==> config.mk <==
export PLATFORM = sky130hd
export DESIGN_NAME = pfs_fault_regs
export DESIGN_NICKNAME = d
export VERILOG_FILES = /design/src/pfs_pkg.sv /design/src/pfs_fault_regs.sv /design/src/pfs_flags.sv /design/src/pfs_sync.sv
export SDC_FILE = /design/constraint.sdc
export NUM_CORES = 1
export LEC_CHECK = 0
export BUFFER_PORTS_ARGS = -buffer_cell sky130_fd_sc_hd__clkbuf_2
export CAP_MARGIN = 15
export CORE_MARGIN = 10
export CORE_UTILIZATION = 44
export DETAILED_ROUTE_END_ITERATION = 12
export PLACE_DENSITY_LB_ADDON = 0.12
export REMOVE_ABC_BUFFERS = 1
export SLEW_MARGIN = 5
export SYNTH_ARGS = -nofsm -noshare
export SYNTH_HDL_FRONTEND = slang
export SYNTH_SLANG_ARGS = --single-unit
==> constraint.sdc <==
create_clock -name pclk -period 1.01 [get_ports pclk]
set_clock_uncertainty 0.05 [all_clocks]
set_input_delay 0.2525 -clock pclk [delete_from_list [all_inputs] [get_ports pclk]]
set_output_delay 0.2525 -clock pclk [all_outputs]
set_load 0.02 [all_outputs]
==> src/pfs_pkg.sv <==
// Package with register map, field positions and reset values of the fault status bank
package pfs_pkg;
  // Printed offsets are not all multiples of four: kept as indices
  localparam logic [7:0]  idx_rail_fault     = 8'hb3;
  localparam logic [7:0]  idx_critical_temp  = 8'hb4;
  localparam logic [7:0]  idx_hot_temp       = 8'hb5;
  localparam logic [7:0]  idx_overcurrent    = 8'hb6;
  localparam logic [7:0]  idx_irq_status     = 8'hc0;
  localparam logic [7:0]  idx_irq_enable     = 8'hc1;
  localparam logic [7:0]  idx_irq_clear      = 8'hc2;
  // Byte address is four times the index
  localparam int          addr_shift         = 2;
  localparam int          addr_width         = 12;
  // Flag widths
  localparam int          rail_width         = 5;
  localparam int          temp_width         = 5;
  localparam int          oc_width           = 3;
  localparam int          irq_width          = 4;
  // Reset values
  localparam logic [7:0]  flag_reset         = 8'h00;
  // Rail fault bit positions
  localparam int          bit_ldo_a_one      = 4;
  localparam int          bit_termination    = 3;
  localparam int          bit_switcher_b_two = 2;
  localparam int          bit_switcher_b_one = 1;
  localparam int          bit_ldo_a_three    = 0;
  // Temperature sensor bit positions
  localparam int          bit_die_rest       = 4;
  localparam int          bit_term_ldo       = 3;
  localparam int          bit_upper_right    = 2;
  localparam int          bit_upper_left     = 1;
  localparam int          bit_lower_right    = 0;
  // Overcurrent bit positions
  localparam int          bit_ctrl_six       = 2;
  localparam int          bit_ctrl_two       = 1;
  localparam int          bit_ctrl_one       = 0;
  // Interrupt summary bit positions
  localparam int          irq_rail           = 0;
  localparam int          irq_crit           = 1;
  localparam int          irq_hot            = 2;
  localparam int          irq_oc             = 3;
endpackage : pfs_pkg

==> src/pfs_fault_regs.sv <==
// Fault status register bank with APB slave and interrupt output
// Summary of operation
// - Rail fault bit 4 records loss of regulation on the first adjustable LDO, bit 3 on the termination LDO.
// - Rail fault bits 2 and 1 record the second and first B-group switchers, bit 0 the third LDO.
// - A rail fault flag stays set until the host writes one to its bit.
// - The critical temperature register sits at index b4h and resets to zero.
// - Five sensors map to critical bits 4 die rest, 3 termination, 2 upper right, 1 upper left, 0 lower right.
// - Corner positions are seen from the die top with pin one at the upper left.
// - Temperature bits 7 to 5 read zero and ignore writes; bits 4 to 0 are write-one-to-clear.
// - The hot temperature register sits at index b5h and resets to zero.
// - Hot bits use the same sensor mapping as the critical register.
// - Every temperature flag stays set until the host writes one to its bit.
// - The overcurrent register sits at index b6h and resets to zero.
// - Overcurrent bits 2, 1, 0 record controllers six, two, one; bits 7 to 3 read zero.
`timescale 1ns/100ps
`default_nettype none
module pfs_fault_regs (
  input  wire logic        pclk,
  input  wire logic        presetn,
  input  wire logic        psel,
  input  wire logic        penable,
  input  wire logic        pwrite,
  input  wire logic [11:0] paddr,
  input  wire logic [31:0] pwdata,
  input  wire logic [3:0]  pstrb,
  output logic      [31:0] prdata,
  output logic             pready,
  output logic             pslverr,
  input  wire logic        ldo_a_one_fault,
  input  wire logic        termination_ldo_fault,
  input  wire logic        switcher_b_two_fault,
  input  wire logic        switcher_b_one_fault,
  input  wire logic        ldo_a_three_fault,
  input  wire logic        die_rest_critical,
  input  wire logic        termination_critical,
  input  wire logic        upper_right_critical,
  input  wire logic        upper_left_critical,
  input  wire logic        lower_right_critical,
  input  wire logic        die_rest_overheat,
  input  wire logic        termination_overheat,
  input  wire logic        upper_right_overheat,
  input  wire logic        upper_left_overheat,
  input  wire logic        lower_right_overheat,
  input  wire logic        controller_six_overcurrent,
  input  wire logic        controller_two_overcurrent,
  input  wire logic        controller_one_overcurrent,
  output logic             irq
);
  localparam int RW = pfs_pkg::rail_width;
  localparam int TW = pfs_pkg::temp_width;
  localparam int OW = pfs_pkg::oc_width;
  localparam int IW = pfs_pkg::irq_width;
  localparam int MW = RW + TW + TW + OW;

  typedef struct packed {
    logic [31:0]   rdata;
    logic          slverr;
    logic [IW-1:0] irq_status;
    logic [IW-1:0] irq_enable;
    logic          irq_out;
  } pfs_regs_type;

  pfs_regs_type  state_ff;
  pfs_regs_type  nxt_state;

  logic [MW-1:0] mon_raw;
  logic [MW-1:0] mon_sync;
  logic [RW-1:0] rail_set;
  logic [TW-1:0] crit_set;
  logic [TW-1:0] hot_set;
  logic [OW-1:0] oc_set;
  logic [RW-1:0] rail_q;
  logic [TW-1:0] crit_q;
  logic [TW-1:0] hot_q;
  logic [OW-1:0] oc_q;
  logic          wr_en;
  logic          rd_en;
  logic          hit_rail;
  logic          hit_crit;
  logic          hit_hot;
  logic          hit_oc;
  logic          hit_ista;
  logic          hit_ien;
  logic          hit_iclr;
  logic          mapped;
  logic          lane0;

  // Register index compare on a word address
  function automatic logic hit(input logic [11:0] a, input logic [7:0] idx);
    hit = (a[11:pfs_pkg::addr_shift] == 10'(idx)) && (a[1:0] == 2'h0);
  endfunction : hit

  // Gather monitor pins in register bit order
  always_comb
  begin
    mon_raw = '0;
    mon_raw[pfs_pkg::bit_ldo_a_one]      = ldo_a_one_fault;
    mon_raw[pfs_pkg::bit_termination]    = termination_ldo_fault;
    mon_raw[pfs_pkg::bit_switcher_b_two] = switcher_b_two_fault;
    mon_raw[pfs_pkg::bit_switcher_b_one] = switcher_b_one_fault;
    mon_raw[pfs_pkg::bit_ldo_a_three]    = ldo_a_three_fault;
    mon_raw[RW + pfs_pkg::bit_die_rest]     = die_rest_critical;
    mon_raw[RW + pfs_pkg::bit_term_ldo]     = termination_critical;
    mon_raw[RW + pfs_pkg::bit_upper_right]  = upper_right_critical;
    mon_raw[RW + pfs_pkg::bit_upper_left]   = upper_left_critical;
    mon_raw[RW + pfs_pkg::bit_lower_right]  = lower_right_critical;
    mon_raw[RW + TW + pfs_pkg::bit_die_rest]    = die_rest_overheat;
    mon_raw[RW + TW + pfs_pkg::bit_term_ldo]    = termination_overheat;
    mon_raw[RW + TW + pfs_pkg::bit_upper_right] = upper_right_overheat;
    mon_raw[RW + TW + pfs_pkg::bit_upper_left]  = upper_left_overheat;
    mon_raw[RW + TW + pfs_pkg::bit_lower_right] = lower_right_overheat;
    mon_raw[RW + 2*TW + pfs_pkg::bit_ctrl_six] = controller_six_overcurrent;
    mon_raw[RW + 2*TW + pfs_pkg::bit_ctrl_two] = controller_two_overcurrent;
    mon_raw[RW + 2*TW + pfs_pkg::bit_ctrl_one] = controller_one_overcurrent;
  end

  // Monitor levels come from analog comparators
  pfs_sync #(
    .W (MW)
  ) u_sync (
    .pclk     (pclk),
    .presetn  (presetn),
    .async_in (mon_raw),
    .sync_out (mon_sync)
  );

  assign rail_set = mon_sync[RW-1:0];
  assign crit_set = mon_sync[RW+TW-1:RW];
  assign hot_set  = mon_sync[RW+2*TW-1:RW+TW];
  assign oc_set   = mon_sync[MW-1:RW+2*TW];

  // Bus decode, zero wait state
  assign wr_en    = psel && penable && pwrite;
  assign rd_en    = psel && !penable && !pwrite;
  assign lane0    = pstrb[0];
  assign hit_rail = hit(paddr, pfs_pkg::idx_rail_fault);
  assign hit_crit = hit(paddr, pfs_pkg::idx_critical_temp);
  assign hit_hot  = hit(paddr, pfs_pkg::idx_hot_temp);
  assign hit_oc   = hit(paddr, pfs_pkg::idx_overcurrent);
  assign hit_ista = hit(paddr, pfs_pkg::idx_irq_status);
  assign hit_ien  = hit(paddr, pfs_pkg::idx_irq_enable);
  assign hit_iclr = hit(paddr, pfs_pkg::idx_irq_clear);
  assign mapped   = hit_rail | hit_crit | hit_hot | hit_oc | hit_ista | hit_ien | hit_iclr;

  // Sticky flag groups, write one clears only with lane zero strobed
  pfs_flags #(
    .W (RW)
  ) u_rail (
    .pclk     (pclk),
    .presetn  (presetn),
    .set_in   (rail_set),
    .clr_en   (wr_en && hit_rail && lane0),
    .clr_mask (pwdata[RW-1:0]),
    .flags    (rail_q)
  );

  pfs_flags #(
    .W (TW)
  ) u_crit (
    .pclk     (pclk),
    .presetn  (presetn),
    .set_in   (crit_set),
    .clr_en   (wr_en && hit_crit && lane0),
    .clr_mask (pwdata[TW-1:0]),
    .flags    (crit_q)
  );

  pfs_flags #(
    .W (TW)
  ) u_hot (
    .pclk     (pclk),
    .presetn  (presetn),
    .set_in   (hot_set),
    .clr_en   (wr_en && hit_hot && lane0),
    .clr_mask (pwdata[TW-1:0]),
    .flags    (hot_q)
  );

  pfs_flags #(
    .W (OW)
  ) u_oc (
    .pclk     (pclk),
    .presetn  (presetn),
    .set_in   (oc_set),
    .clr_en   (wr_en && hit_oc && lane0),
    .clr_mask (pwdata[OW-1:0]),
    .flags    (oc_q)
  );

  // Read data, interrupt status and enable
  always_comb
  begin
    logic [IW-1:0] evt;
    evt = '0;
    nxt_state = state_ff;
    evt[pfs_pkg::irq_rail] = |rail_set;
    evt[pfs_pkg::irq_crit] = |crit_set;
    evt[pfs_pkg::irq_hot]  = |hot_set;
    evt[pfs_pkg::irq_oc]   = |oc_set;
    // Set wins over clear
    if (wr_en && hit_iclr && lane0)
      nxt_state.irq_status = state_ff.irq_status & ~pwdata[IW-1:0];
    nxt_state.irq_status = nxt_state.irq_status | evt;
    if (wr_en && hit_ien && lane0)
      nxt_state.irq_enable = pwdata[IW-1:0];
    nxt_state.irq_out = |(nxt_state.irq_status & nxt_state.irq_enable);
    // Reserved bits read zero
    if (rd_en)
    begin
      nxt_state.rdata = 32'h0000_0000;
      if (hit_rail)
        nxt_state.rdata[RW-1:0] = rail_q;
      if (hit_crit)
        nxt_state.rdata[TW-1:0] = crit_q;
      if (hit_hot)
        nxt_state.rdata[TW-1:0] = hot_q;
      if (hit_oc)
        nxt_state.rdata[OW-1:0] = oc_q;
      if (hit_ista)
        nxt_state.rdata[IW-1:0] = state_ff.irq_status;
      if (hit_ien)
        nxt_state.rdata[IW-1:0] = state_ff.irq_enable;
    end
    if (psel && !penable)
      nxt_state.slverr = !mapped;
  end

  // State registers
  always_ff @(posedge pclk or negedge presetn)
  begin
    if (!presetn)
    begin
      state_ff            <= '0;
      state_ff.rdata      <= {24'h000000, pfs_pkg::flag_reset};
    end
    else
      state_ff <= nxt_state;
  end

  assign prdata  = state_ff.rdata;
  assign pready  = 1'b1;
  assign pslverr = psel && penable && state_ff.slverr;
  assign irq     = state_ff.irq_out;

  // Checks
  crit_clear_a: assert property (@(posedge pclk) disable iff (!presetn)
    (wr_en && hit_crit && lane0 && pwdata[0] && !crit_set[0]) |=> !crit_q[0])
    else $error("critical flag not cleared");
  rail_sticky_a: assert property (@(posedge pclk) disable iff (!presetn)
    (rail_q[4] && !(wr_en && hit_rail && lane0 && pwdata[4])) |=> rail_q[4])
    else $error("rail flag lost");
  zero_write_a: assert property (@(posedge pclk) disable iff (!presetn)
    (wr_en && hit_hot && !pwdata[2] && hot_q[2]) |=> hot_q[2])
    else $error("zero write cleared hot flag");
  set_wins_a: assert property (@(posedge pclk) disable iff (!presetn)
    oc_set[1] |=> oc_q[1])
    else $error("present overcurrent not flagged");
  pin_latency_a: assert property (@(posedge pclk) disable iff (!presetn)
    (ldo_a_one_fault [*3]) |=> rail_q[4])
    else $error("rail fault not captured");
  crit_read_a: assert property (@(posedge pclk) disable iff (!presetn)
    (rd_en && hit_crit) |=> (prdata[7:5] == 3'h0 && prdata[4:0] == $past(crit_q)))
    else $error("critical read mismatch");
  oc_read_a: assert property (@(posedge pclk) disable iff (!presetn)
    (rd_en && hit_oc) |=> (prdata[7:3] == 5'h00))
    else $error("overcurrent reserved bits set");
  hot_sticky_a: assert property (@(posedge pclk) disable iff (!presetn)
    $rose(hot_q[3]) |-> ##1 (hot_q[3] || $past(wr_en && hit_hot && pwdata[3])))
    else $error("hot flag dropped");

  // Write one clears a flag whose condition has gone
  rail_clear_a: assert property (@(posedge pclk) disable iff (!presetn)
    (wr_en && hit_rail && lane0 && pwdata[0] && !rail_set[0]) |=> !rail_q[0])
    else $error("rail flag not cleared");
  hot_clear_a: assert property (@(posedge pclk) disable iff (!presetn)
    (wr_en && hit_hot && lane0 && pwdata[4] && !hot_set[4]) |=> !hot_q[4])
    else $error("hot flag not cleared");
  oc_clear_a: assert property (@(posedge pclk) disable iff (!presetn)
    (wr_en && hit_oc && lane0 && pwdata[2] && !oc_set[2]) |=> !oc_q[2])
    else $error("overcurrent flag not cleared");

  // Writes of zero or without lane zero keep flags
  rail_keep_a: assert property (@(posedge pclk) disable iff (!presetn)
    (wr_en && hit_rail && lane0 && !pwdata[0] && rail_q[0]) |=> rail_q[0])
    else $error("zero write cleared rail flag");
  strobe_guard_a: assert property (@(posedge pclk) disable iff (!presetn)
    (wr_en && hit_crit && !lane0 && crit_q[3]) |=> crit_q[3])
    else $error("unstrobed write cleared critical flag");

  // Present conditions reach their own flag bit
  rail_set_a: assert property (@(posedge pclk) disable iff (!presetn)
    rail_set[0] |=> rail_q[0])
    else $error("rail condition not flagged");
  crit_set_a: assert property (@(posedge pclk) disable iff (!presetn)
    crit_set[4] |=> crit_q[4])
    else $error("critical condition not flagged");
  corner_set_a: assert property (@(posedge pclk) disable iff (!presetn)
    crit_set[1] |=> crit_q[1])
    else $error("corner condition not flagged");
  hot_set_a: assert property (@(posedge pclk) disable iff (!presetn)
    hot_set[0] |=> hot_q[0])
    else $error("hot condition not flagged");

  // Read data carries flags, with reserved bits checked at zero for rail and hot
  rail_read_a: assert property (@(posedge pclk) disable iff (!presetn)
    (rd_en && hit_rail) |=> (prdata[31:5] == 27'h0 && prdata[4:0] == $past(rail_q)))
    else $error("rail read mismatch");
  hot_read_a: assert property (@(posedge pclk) disable iff (!presetn)
    (rd_en && hit_hot) |=> (prdata[31:5] == 27'h0 && prdata[4:0] == $past(hot_q)))
    else $error("hot read mismatch");
  oc_data_a: assert property (@(posedge pclk) disable iff (!presetn)
    (rd_en && hit_oc) |=> (prdata[2:0] == $past(oc_q)))
    else $error("overcurrent read mismatch");

  // Flags stay at zero while reset is held
  crit_reset_a: assert property (@(posedge pclk)
    !presetn |=> (crit_q == '0))
    else $error("critical flags not reset");
  hot_reset_a: assert property (@(posedge pclk)
    !presetn |=> (hot_q == '0))
    else $error("hot flags not reset");
  oc_reset_a: assert property (@(posedge pclk)
    !presetn |=> (oc_q == '0))
    else $error("overcurrent flags not reset");

  // Interrupt status, enable and error response
  status_set_a: assert property (@(posedge pclk) disable iff (!presetn)
    (|oc_set) |=> state_ff.irq_status[pfs_pkg::irq_oc])
    else $error("overcurrent event not in interrupt status");
  irq_clear_a: assert property (@(posedge pclk) disable iff (!presetn)
    (wr_en && hit_iclr && lane0 && pwdata[pfs_pkg::irq_rail] && !(|rail_set))
    |=> !state_ff.irq_status[pfs_pkg::irq_rail])
    else $error("interrupt status not cleared");
  ien_write_a: assert property (@(posedge pclk) disable iff (!presetn)
    (wr_en && hit_ien && lane0) |=> (state_ff.irq_enable == $past(pwdata[IW-1:0])))
    else $error("interrupt enable not written");
  unmapped_err_a: assert property (@(posedge pclk) disable iff (!presetn)
    (psel && !penable && !mapped) |=> state_ff.slverr)
    else $error("unmapped address without error");
  unmapped_zero_a: assert property (@(posedge pclk) disable iff (!presetn)
    (rd_en && !mapped) |=> (prdata == 32'h0000_0000))
    else $error("unmapped read not zero");
endmodule : pfs_fault_regs
`default_nettype wire

==> src/pfs_flags.sv <==
// Sticky write-one-to-clear flag group, set wins over clear
`timescale 1ns/100ps
`default_nettype none
module pfs_flags #(
  parameter int W = 5
) (
  input  wire logic         pclk,
  input  wire logic         presetn,
  input  wire logic [W-1:0] set_in,
  input  wire logic         clr_en,
  input  wire logic [W-1:0] clr_mask,
  output logic      [W-1:0] flags
);
  typedef struct packed {
    logic [W-1:0] flags;
  } pfs_flags_type;

  pfs_flags_type state_ff;
  pfs_flags_type nxt_state;

  // Clear only where a one is written, present condition sets again
  always_comb
  begin
    nxt_state       = state_ff;
    nxt_state.flags = (state_ff.flags & ~(clr_en ? clr_mask : '0)) | set_in;
  end

  // Flag registers
  always_ff @(posedge pclk or negedge presetn)
  begin
    if (!presetn)
      state_ff <= '0;
    else
      state_ff <= nxt_state;
  end

  assign flags = state_ff.flags;
endmodule : pfs_flags
`default_nettype wire

==> src/pfs_sync.sv <==
// Two flip-flop synchroniser for a vector of monitor levels
`timescale 1ns/100ps
`default_nettype none
module pfs_sync #(
  parameter int W = 1
) (
  input  wire logic         pclk,
  input  wire logic         presetn,
  input  wire logic [W-1:0] async_in,
  output logic      [W-1:0] sync_out
);
  typedef struct packed {
    logic [W-1:0] stage1;
    logic [W-1:0] stage2;
  } pfs_sync_type;

  pfs_sync_type state_ff;
  pfs_sync_type nxt_state;

  // Shift chain, first stage feeds only the second
  always_comb
  begin
    nxt_state        = state_ff;
    nxt_state.stage1 = async_in;
    nxt_state.stage2 = state_ff.stage1;
  end

  // State registers
  always_ff @(posedge pclk or negedge presetn)
  begin
    if (!presetn)
      state_ff <= '0;
    else
      state_ff <= nxt_state;
  end

  assign sync_out = state_ff.stage2;
endmodule : pfs_sync
`default_nettype wire
==> results summary <==
The detailed router placed 2283 vias in this run. The largest net degree at the start of global routing is 36. The max-slew violation count came out at 0. The portion of the clock cycle consumed by the worst path in the final layout is 182%. The horizontal die dimension came out at roughly 100 µm. The placed standard-cell area is around 3500 µm². The most used flip-flop cell after synthesis is dfrtp_1.

The cell sitting at the root of the clock tree is a clkbuf_8. The classification of the worst setup path is in2reg. The wire length of the first global-routing pass came out at ~11 mm. In this run the critical register-to-register path is launched from u_hot.flags[0]$_DFF_PN0_. The number of clock buffers added by TritonCTS is 9. The height of the chip came out at about 100 µm. The non-filler instance count after layout is 469. The critical path ends at u_rail.flags[1]$_DFF_PN0_. The minimum setup slack in the final design is -829 ps. The via-per-instance ratio came out at 4.87.

The count of nets left with antenna violations after detail routing is 0. The highest net fanout along the worst path came out at 6. In this run the tightest slew margin relative to its limit is between 50 and 60%. The number of design rule violations left after detail routing came out at 0. The sum of buffers and inverters on the critical path came out at 1.

The checks that failed: negative setup slack. The number of design-rule violations left by the first detailed-router iteration is between 100 and 150. The synthesized flop and latch total is slightly below 70. For this design, the sink count on the clock tree is 69. Setup slack on the worst reg-to-reg path comes out at -230 ps. The endpoint class of the critical path is a flop. The floorplan core area is about 6400 µm².

The overall die area came out at 10300 µm². The total of buffers placed on input and output ports came out at 47. The areal power density over the cells came out at between 1000 and 1500 nW/µm².

The worst register-to-register path has a depth of 5. The clock reaches the later pin of the worst-skew pair after ~350 ps. The highest-delay cell along the critical path is or4_4. The origin of the worst setup path is paddr[11].

The mean area per synthesized cell came out at between 10 and 15 µm². ~110 I/O pins were placed. The worst slack on hold paths is ~150 ps. After clock tree synthesis, the clock-pin slew on the worst setup and hold paths is about 80 ps. The signal on the critical path passes through clkbuf_2 -> or4_4 -> or4_4 -> nor3b_4 -> nand2_1 -> a21o_1.

The number of H-tree branching levels is 3. Before CTS, the worst setup slack after placement is -1240 ps. The final count of negative-setup-slack endpoints came out at 40. The placed wire-length estimate is 5.26 mm.

The leakage component of the power is 1.87 nW. The growth of design area from synthesis to finish came out at 44.1%. The proportion of synthesized chip area in sequential cells is between 50% and 60%.

The run finished, with violations left. The library cells used most frequently in the layout, excluding fill and tap cells, are dfrtp_1, buf_4, clkbuf_2. Counting stages on the worst path, the most repeated cell is or4_4. The row count is 29. The number of hold violations in the final report is 0. The final-layout fill cell count came out at 511.

The final critical path time including I/O delays and setup is between 1500 and 2000 ps. The gate count after technology mapping is ~250. The TritonCTS clock tree is built.

The cell area after technology mapping is a little under 3000 µm². The count of flip-flops with a built-in enable after synthesis came out at 0. The library cell used most frequently in the layout, excluding fill and tap cells, is dfrtp_1. STA classifies the critical path startpoint as an input pin.

The count of warnings emitted by yosys came out at 0. The arrival time reported for the critical path endpoint is slightly above 2000 ps. The leftover overflow at the end of global routing came out at 0. The number of antenna violations at the first check in global routing is 0. No sink is reached through more buffers than the 2 on the longest clock path. The effective utilization at floorplan came out at a little under half. The net total in the final layout came out at approximately 460. The required time of the critical path came out at approximately 1200 ps. The fraction of registers with async set/reset came out at 100%.

The first-pass detailed-route iteration total came out at 4. Wires add up to approximately 7.4 mm. Counting buffers and inverters, the worst setup path is 6 cells deep. The kind of cell adding the most delay to the critical path is simple AND/OR/NAND/NOR gates. The endpoint identified for the worst register-to-register timing path is prdata[0]$_DFFE_PN0P_. The worst hold path belongs to the class in2reg. The highest cell delay on the worst timing path is a little under 600 ps. The number of antenna diodes in the final layout is 0. The summed area of non-filler cells in the final layout is 4220 µm². The number of violations of the max-capacitance limit is 0. The overall global routing resource usage is between 10% and 20%. The number of global-route vias before repair came to roughly 2400. The worst supply voltage drop on vdd came out at between 1 and 1.5 mV.

Once placement completed, the tool counted placed cells totaling 417. The weighted congestion reported at the end of routability-driven placement is approximately 0.94. The count of different cell masters after synthesis is 46. The fraction of layout instances using a drive strength above 1 came out at between 40% and 50%.

The design draws a little under 6 mW. Setup repair after global routing could not meet its margin everywhere. The maximum clock frequency came out at around 540 MHz.

The detail-routed net length per standard cell came out at approximately 16 µm. The transition at the pin with the smallest max-transition slack came out at around 620 ps.
## sequential cells by signal, indices dropped and copies added (netlist names)
| signal | flops |
|---|---|
| state_ff | 9 |
| prdata | 5 |
| u_oc.flags | 3 |
| u_hot.flags | 5 |
| u_sync.sync_out | 18 |
| irq | 1 |
| u_crit.flags | 5 |
| u_sync.nxt_state | 18 |
| u_rail.flags | 5 |
## worst min-delay path by stage
stage | slack [ps] | start | endpoint | depth (start not counted)
after floorplan | -90 | presetn | irq$_DFF_PN0_ | 0
after global placement | 220 | presetn | state_ff[9]$_DFFE_PN0P_ | 2
after detailed placement | 220 | presetn | u_sync.sync_out[1]$_DFF_PN0_ | 2
after CTS | 130 | pwdata[3] | state_ff[4]$_DFF_PN0_ | 2
after global routing | 170 | pwdata[3] | state_ff[4]$_DFF_PN0_ | 2
final | 150 | pwdata[4] | u_rail.flags[4]$_DFF_PN0_ | 3
## worst register-to-register path, delay by kind of cell, from the launching register on
kind               cells  cell delay [ps]
DFF                    1              360
and+or+nand+nor        1               70
AOI/OAI and AO/OA      4              700
## cells by family after synthesis
logic type	Yosys count	synth area share [%]
DFF	69	59.0
other	2	0.257
buffers and inverters	40	9.66
and+or+nand+nor	82	16.4
AOI/OAI and AO/OA	53	12.5
muxes	6	2.22
## metal layers
metal	GRT usage [%]	part of all wire (%)	vias to the layer above
li1	-	-	1092
met1	16.9	40	1089
met2	22.9	49	85
met3	5.72	8.5	17
met4	6.93	2.5	0
met5	0	0	-
## layout make-up
class | count | area, µm² | share of cell area, %
Clock inverter | 4 | 30.0 | 0.712
Clock buffer | 12 | 165 | 3.92
Inverter | 2 | 7.51 | 0.178
Sequential cell | 69 | 1730 | 40.9
Multi-Input combinational cell | 169 | 1150 | 27.3
Tap cell | 77 | 96.3 | 2.28
Timing Repair Buffer | 136 | 1040 | 24.7
## metrics by stage
stage          setup TNS [ps]  util [%]
2_1_floorplan          -30920         -
3_3_place_gp           -36690      54.5
3_5_place_dp           -37010      54.5
4_1_cts                -23840      63.6
5_1_grt                -25530      65.7
6_report               -24230      65.7
## synthesized netlist by cell type (all sizes together) (4+ instances only)
cell / number / area [µm²]
a21o: 18 / 135
nand2: 30 / 113
o21ai: 8 / 40.0
or2: 4 / 25.0
or4: 5 / 48.8
a21boi: 4 / 30.0
mux2: 4 / 45.0
dfrtp: 69 / 1730
nor2: 9 / 36.3
a21oi: 7 / 35.0
buf: 36 / 268
nand2b: 9 / 56.3
nor3: 7 / 46.3
nor4: 4 / 31.3
## report_power, final
part	total, mW	switching, mW	leakage, nW	internal (mW)
Clock	2.14	1.04	0.0990	1.10
Sequential	2.91	0.0471	0.757	2.86
Combinational	0.763	0.395	1.02	0.368
## what timing repair did
| action | 4_1_cts | 5_1_grt |
|---|---|---|
| endpoints found under the setup margin | 40 | 40 |
| hold endpoints to repair | 87 | 0 |
| pin swaps | 33 | 15 |
| resized for setup | 28 | 27 |
| hold buffers | 19 | 0 |
| setup buffers | 10 | 7 |
(Power assumes the default switching activity.)
